<file path="config.mk">
export PLATFORM = sky130hd
export DESIGN_NAME = port_pin_irq_unit
export DESIGN_NICKNAME = d
export VERILOG_FILES = /design/src/inc/pin_irq_pkg.sv /design/src/hw/pin_edge_detect.sv /design/src/hw/port_pin_irq_unit.sv
export SDC_FILE = /design/constraint.sdc
export NUM_CORES = 1
export LEC_CHECK = 0
export BUFFER_PORTS_ARGS = -buffer_cell sky130_fd_sc_hd__buf_2
export CAP_MARGIN = 20
export CELL_PAD_IN_SITES_DETAIL_PLACEMENT = 0
export CELL_PAD_IN_SITES_GLOBAL_PLACEMENT = 2
export CORE_MARGIN = 10
export CORE_UTILIZATION = 41
export DETAILED_ROUTE_END_ITERATION = 12
export GPL_TIMING_DRIVEN = 1
export PLACE_DENSITY = 0.92
export SYNTH_ARGS = -nofsm -noshare
export SYNTH_HDL_FRONTEND = slang
export SYNTH_HIERARCHICAL = 1
export SYNTH_SLANG_ARGS = --single-unit
export TNS_END_PERCENT = 10
</file>
<file path="constraint.sdc">
create_clock -name clk_sys -period 4.9 [get_ports clk_sys]
set_input_delay 0.98 -clock clk_sys [delete_from_list [all_inputs] [get_ports clk_sys]]
set_output_delay 0.98 -clock clk_sys [all_outputs]
set_load 0.05 [all_outputs]
</file>
<file path="src/inc/pin_irq_pkg.sv">
`default_nettype none
package pin_irq_pkg;
  localparam int PIN_COUNT = 8;
  localparam int ADDR_W = 4;
  localparam int DATA_W = 8;
  // register map: word index on the plain register port
  localparam logic [3:0] REG_EDGE_BASE = 4'h0; // 0x0..0x7 edge type per pin
  localparam logic [3:0] REG_STATUS = 4'h8;    // read clears pending bits
  localparam logic [3:0] REG_SNAP = 4'h9;      // snapshot of last events
  localparam logic [3:0] REG_PINS = 4'ha;      // synchronised pin levels
  localparam logic [3:0] REG_LAST = 4'ha;
  localparam logic [1:0] EDGE_TYPE_RESET = 2'h0;
  localparam logic [7:0] STATUS_RESET = 8'h00;
  localparam logic [7:0] READ_ZERO = 8'h00;
  // edge type encoding
  typedef enum logic [1:0] {
    EDGE_OFF = 2'h0,
    EDGE_RISE = 2'h1,
    EDGE_FALL = 2'h2,
    EDGE_ANY = 2'h3
  } pin_edge_type_e;
  typedef struct packed {
    logic [ADDR_W-1:0] addr;
    logic [DATA_W-1:0] wdata;
    logic wr;
    logic rd;
  } reg_req_s;
endpackage
`default_nettype wire

</file>
<file path="src/hw/pin_edge_detect.sv">
`default_nettype none
module pin_edge_detect
  import pin_irq_pkg::*;
(
  input wire logic clk_sys, // system clock
  input wire logic srst, // sync reset
  input wire logic pin_in, // raw pin level
  input wire pin_edge_type_e edge_type, // edge selection
  output logic pin_sync, // synchronised level
  output logic hit // selected edge seen, one cycle
);
  logic meta;
  logic prev;
  logic rise;
  logic fall;
  logic [2:0] fill;

  // --------------------------------
  // two-flop synchroniser and history
  // --------------------------------
  always_ff @(posedge clk_sys)
  begin
    if (srst)
    begin
      meta <= 1'b0;
      pin_sync <= 1'b0;
      prev <= 1'b0;
      fill <= 3'h0;
    end
    else
    begin
      meta <= pin_in;
      pin_sync <= meta;
      prev <= pin_sync;
      fill <= {fill[1:0], 1'b1};
    end
  end

  // no false edge while the history refills after reset
  assign rise = pin_sync & ~prev & fill[2];
  assign fall = ~pin_sync & prev & fill[2];

  // --------------------------------
  // edge select, no level mode exists
  // --------------------------------
  always_comb
  begin
    case (edge_type)
      EDGE_RISE: hit = rise;
      EDGE_FALL: hit = fall;
      EDGE_ANY: hit = rise | fall;
      default: hit = 1'b0;
    endcase
  end
endmodule
`default_nettype wire

</file>
<file path="src/hw/port_pin_irq_unit.sv">
// Our own choices: the strobed register port and the register addresses.
`default_nettype none
module port_pin_irq_unit
  import pin_irq_pkg::*;
#(
  parameter int PINS = PIN_COUNT
)
(
  input wire logic clk_sys, // system clock, never gated here
  input wire logic srst, // sync reset, active high
  input wire logic [PINS-1:0] pin_in, // port pin levels
  input wire logic [pin_irq_pkg::ADDR_W-1:0] reg_addr, // register index
  input wire logic [pin_irq_pkg::DATA_W-1:0] reg_wdata, // write data
  input wire logic reg_wr, // write strobe
  input wire logic reg_rd, // read strobe
  output logic [pin_irq_pkg::DATA_W-1:0] reg_rdata, // read data, next cycle
  input wire logic wake_in, // wake from previous unit
  output logic wake_out, // wake toward next unit
  output logic port_irq_request // combined interrupt request
);
  import pin_irq_pkg::*;

  reg_req_s req;
  pin_edge_type_e edge_type [PINS];
  logic [PINS-1:0] hit;
  logic [PINS-1:0] pin_sync;
  logic [PINS-1:0] status;
  logic [PINS-1:0] snap;
  logic [PINS-1:0] event_set;
  logic [PINS-1:0] next_status;
  logic status_rd;
  logic edge_wr;

  assign req = '{addr: reg_addr, wdata: reg_wdata, wr: reg_wr, rd: reg_rd};
  assign status_rd = req.rd && (req.addr == REG_STATUS);
  assign edge_wr = req.wr && (req.addr < (REG_EDGE_BASE + 4'(PINS)));

  // --------------------------------
  // per-pin edge type and detector
  // --------------------------------
  genvar g;
  generate
    for (g = 0; g < PINS; g++)
    begin : g_pin
      always_ff @(posedge clk_sys)
      begin
        if (srst)
          edge_type[g] <= pin_edge_type_e'(EDGE_TYPE_RESET);
        else if (edge_wr && (req.addr == (REG_EDGE_BASE + 4'(g))))
          edge_type[g] <= pin_edge_type_e'(req.wdata[1:0]);
      end

      pin_edge_detect u_det (
        .clk_sys(clk_sys),
        .srst(srst),
        .pin_in(pin_in[g]),
        .edge_type(edge_type[g]),
        .pin_sync(pin_sync[g]),
        .hit(hit[g])
      );
    end
  endgenerate

  // --------------------------------
  // status: read clears, set wins for pins not pending
  // --------------------------------
  // a pending pin ignores edges in the read cycle itself
  assign event_set = hit & ~(status & {PINS{status_rd}});

  always_comb
  begin
    next_status = status;
    if (status_rd)
      next_status = '0;
    next_status = next_status | event_set;
  end

  always_ff @(posedge clk_sys)
  begin
    if (srst)
      status <= STATUS_RESET[PINS-1:0];
    else
      status <= next_status;
  end

  // snapshot follows the same events
  always_ff @(posedge clk_sys)
  begin
    if (srst)
      snap <= STATUS_RESET[PINS-1:0];
    else if (|event_set)
      snap <= event_set;
  end

  // --------------------------------
  // request and wake chain
  // --------------------------------
  always_ff @(posedge clk_sys)
  begin
    if (srst)
      port_irq_request <= 1'b0;
    else
      port_irq_request <= |next_status;
  end

  always_ff @(posedge clk_sys)
  begin
    if (srst)
      wake_out <= 1'b0;
    else
      wake_out <= wake_in | (|event_set);
  end

  // --------------------------------
  // register read port
  // --------------------------------
  always_ff @(posedge clk_sys)
  begin
    if (srst)
      reg_rdata <= READ_ZERO;
    else if (req.rd)
    begin
      reg_rdata <= READ_ZERO;
      if (req.addr < (REG_EDGE_BASE + 4'(PINS)))
        reg_rdata <= {6'h00, edge_type[req.addr[2:0]]};
      else if (req.addr == REG_STATUS)
        reg_rdata <= DATA_W'(status);
      else if (req.addr == REG_SNAP)
        reg_rdata <= DATA_W'(snap);
      else if (req.addr == REG_PINS)
        reg_rdata <= DATA_W'(pin_sync);
    end
    else
      reg_rdata <= READ_ZERO;
  end

  // --------------------------------
  // per-pin checks
  // --------------------------------
  generate
    for (g = 0; g < PINS; g++)
    begin : g_chk

    end
  endgenerate
endmodule
`default_nettype wire

</file>
==> results.json <==
{
  "antenna_left": 0,
  "fin_nets": 377,
  "cts_tree": "yes",
  "timing_hold_violations_final": 0,
  "timing_worst_setup_path_type": "input port to register",
  "placer_congestion": 0.7798,
  "postRouteWirelength_um": 7047,
  "post_synth_num_cell_types": 33,
  "synth.yosys.warnings": 6,
  "cp_cell_sequence": "buf_2 > nor4b_4 > a31oi_1 > or4_1 > o31a_1",
  "slew_headroom_pct": 41.77,
  "grt_pass1_vias": 2340,
  "ys_seq_elements": 90,
  "worst_path_dominant_cell_family": "simple AND/OR/NAND/NOR gates",
  "clock_path_buffers": 2,
  "postCtsSetupRepairBufs": 0,
  "finClkSkew_ps": 10.36,
  "ioPinCount": 35,
  "utilization_pct": 46.97,
  "drt_first_pass_iters": 4,
  "area_growth_syn_to_layout_pct": 10.79,
  "cts_root_buf": "clkbuf_8",
  "grt_setup_unrepaired": "false",
  "syn_area_per_cell_um2": 10.67,
  "synth.yosys.seq_area_share_pct": 56.04,
  "arrival_time_reported_for_the_critical_path_endpoint_ps": 3490,
  "start_util_pct": 42.39,
  "tightestPinTransition_ps": 869.7,
  "simple_gate_fraction_of_synth_area_pct": 21.34,
  "crit_slowest_cell": "or4_1",
  "vias": 2349,
  "synth.cell_area_mm2": 0.003501,
  "status": "completed",
  "tritoncts.num_buffers": 9,
  "power_leakage_uw": 0.001563,
  "final.period_utilization_pct": 66.05,
  "place_hpwl_um": 4951,
  "port_buffer_cells": 28,
  "layout-drive-gt1-share_pct": 16.81,
  "finalSetupViolations": 0,
  "required_ps": 5160,
  "synthesis.nets": 353,
  "vdd.ir_drop.worst_mv": 0.1516,
  "drt_first_iter_violations": 90,
  "area_fraction_in_compound_gates_after_synthesis_pct": 11.83,
  "critical_path.n_buffers_inverters": 1,
  "timing.critical_path.slowest_cell_delay_ps": 840,
  "ctsResizeCount": 0,
  "die_height_um": 112.4,
  "antenna_found_initial": 0,
  "cts.clk_slew.worst_paths_ps": 90,
  "design.core.area_mm2": 0.008258,
  "critPathCaptureType": "register",
  "setup_total_negative_slack_ps": 0,
  "ctsHoldBuffers": 0,
  "cp_max_fo": 19,
  "grt_use_total_pct": 11.51,
  "min_path_type": "register to register",
  "cap_violations": 0,
  "count_of_flip_flops_with_a_built_in_enable_after_synthesis": 16,
  "mostFrequentLayoutCells": "dfxtp_1, nor2b_1, nor2_1, buf_2, inv_1",
  "synth_fa_ha_area_share_pct": 0,
  "avgViaCountPerCell": 5.084,
  "parity_gate_share_of_the_synthesized_area_counting_xor_and_xnor_cells_pct": 0,
  "synth_top_flop_cell": "dfxtp_1",
  "clock_tree.htree_level_count": 3,
  "n_antenna_cell": 0,
  "start_kind": "input port",
  "clk-insertion-delay-late_ps": 360,
  "clock_net_sink_count": 90,
  "num-fill-cells": 812,
  "p_per_area_mw_per_mm2": 354.2,
  "detail_route.drc_violations": 0,
  "ys_async_sr_fraction_pct": 0,
  "syn_inst": 328,
  "routed_wire_length_per_instance_um": 15.25,
  "fp.dieW_um": 112.4,
  "layout_min_cycle_time_ps": 3236,
  "final_common_cell": "dfxtp_1",
  "grt_start_max_net_pins": 35,
  "synth_top_family_by_area": "simple AND/OR/NAND/NOR gates",
  "die_area_mm2": 0.01263,
  "fmax_mhz": 309.0,
  "post_synth_mux_area_share_pct": 5.432,
  "grt_overflow_total": 0,
  "rows": 33,
  "global_route_wire_length_before_repair_um": 11920,
  "report.final.slew_viol_count": 0
}
==> kinds of logic (layout without fill, tap and decap cells) <==
group,after synthesis,after routing
and+or+nand+nor,130,130
DFF,90,90
AOI/OAI and AO/OA,53,53
buffers and inverters,41,70
muxes,14,14
==> path summary, 6_finish.rpt <==
path / from / to / slack (ps) / cells past startpoint
setup reg to reg: g_pin[3].u_det/pin_sync / wake_out / 2790 / 6
hold / removal: g_pin[2].u_det/meta / g_pin[2].u_det/pin_sync / 440 / 1
setup / recovery: reg_addr[0] / wake_out / 1660 / 5
hold reg to reg: g_pin[2].u_det/meta / g_pin[2].u_det/pin_sync / 440 / 1
==> layout make-up <==
class / count / area (um2) / area share, %
Inverter: 25 / 93.84 / 2.419
Sequential cell: 90 / 1962 / 50.58
Clock inverter: 6 / 55.05 / 1.419
Timing Repair Buffer: 29 / 147.6 / 3.806
Clock buffer: 10 / 137.6 / 3.548
Tap cell: 105 / 131.4 / 3.387
Multi-Input combinational cell: 197 / 1351 / 34.84
==> synthesized netlist by cell type, drive strengths merged, types with 7 or more instances <==
cell / count / area share [%]
dfxtp: 74 / 42
nor2b: 41 / 7.3
nor2: 28 / 3.0
inv: 25 / 2.7
nand2: 24 / 2.6
a31oi: 16 / 2.9
edfxtp: 16 / 14
nand4b: 16 / 4.0
buf: 10 / 2.0
mux2i: 10 / 2.9
o21a: 8 / 1.7
a21oi: 7 / 1.0
o41ai: 7 / 3.3
==> registers in the layout, summed over array words and instances, names as in the netlist <==
name and cells:
edge_type 16, g_pin.u_det/fill 24, g_pin.u_det/meta 8, g_pin.u_det/pin_sync 8, g_pin.u_det/prev 8, port_irq_request 1
reg_rdata 8, snap 8, status 8, wake_out 1
==> per-layer routing <==
layer  wire (um)  vias up  GRT usage [%]
met5           0        -              0
met4         118        0          5.161
met3         266        9          2.662
li1            -     1189              -
met1        3320     1110          14.68
met2        3341       41          18.12
==> per-stage QoR <==
stage / cells / hold WS (ps) / setup WS, ps / instance area, um2 / total power [uW]
finish: 462 / 440.7 / 1664 / 3879 / 1374
floorplan: 328 / 413.8 / 2189 / 3501 / 871.9
CTS: 462 / 444.0 / 1675 / 3879 / 1386
global route: 462 / 460.9 / 1516 / 3879 / 1429
global placement: 446 / 416.5 / 1279 / 3686 / 898.4
detailed placement: 446 / 420.4 / 1258 / 3686 / 901.3
==> report_power, final <==
| group | internal [uW] | switching, uW |
|---|---|---|
| Clock | 210 | 281 |
| Sequential | 780 | 13.6 |
| Combinational | 35.0 | 53.5 |
| Total | 1030 | 348 |
(Power assumes the default switching activity.)
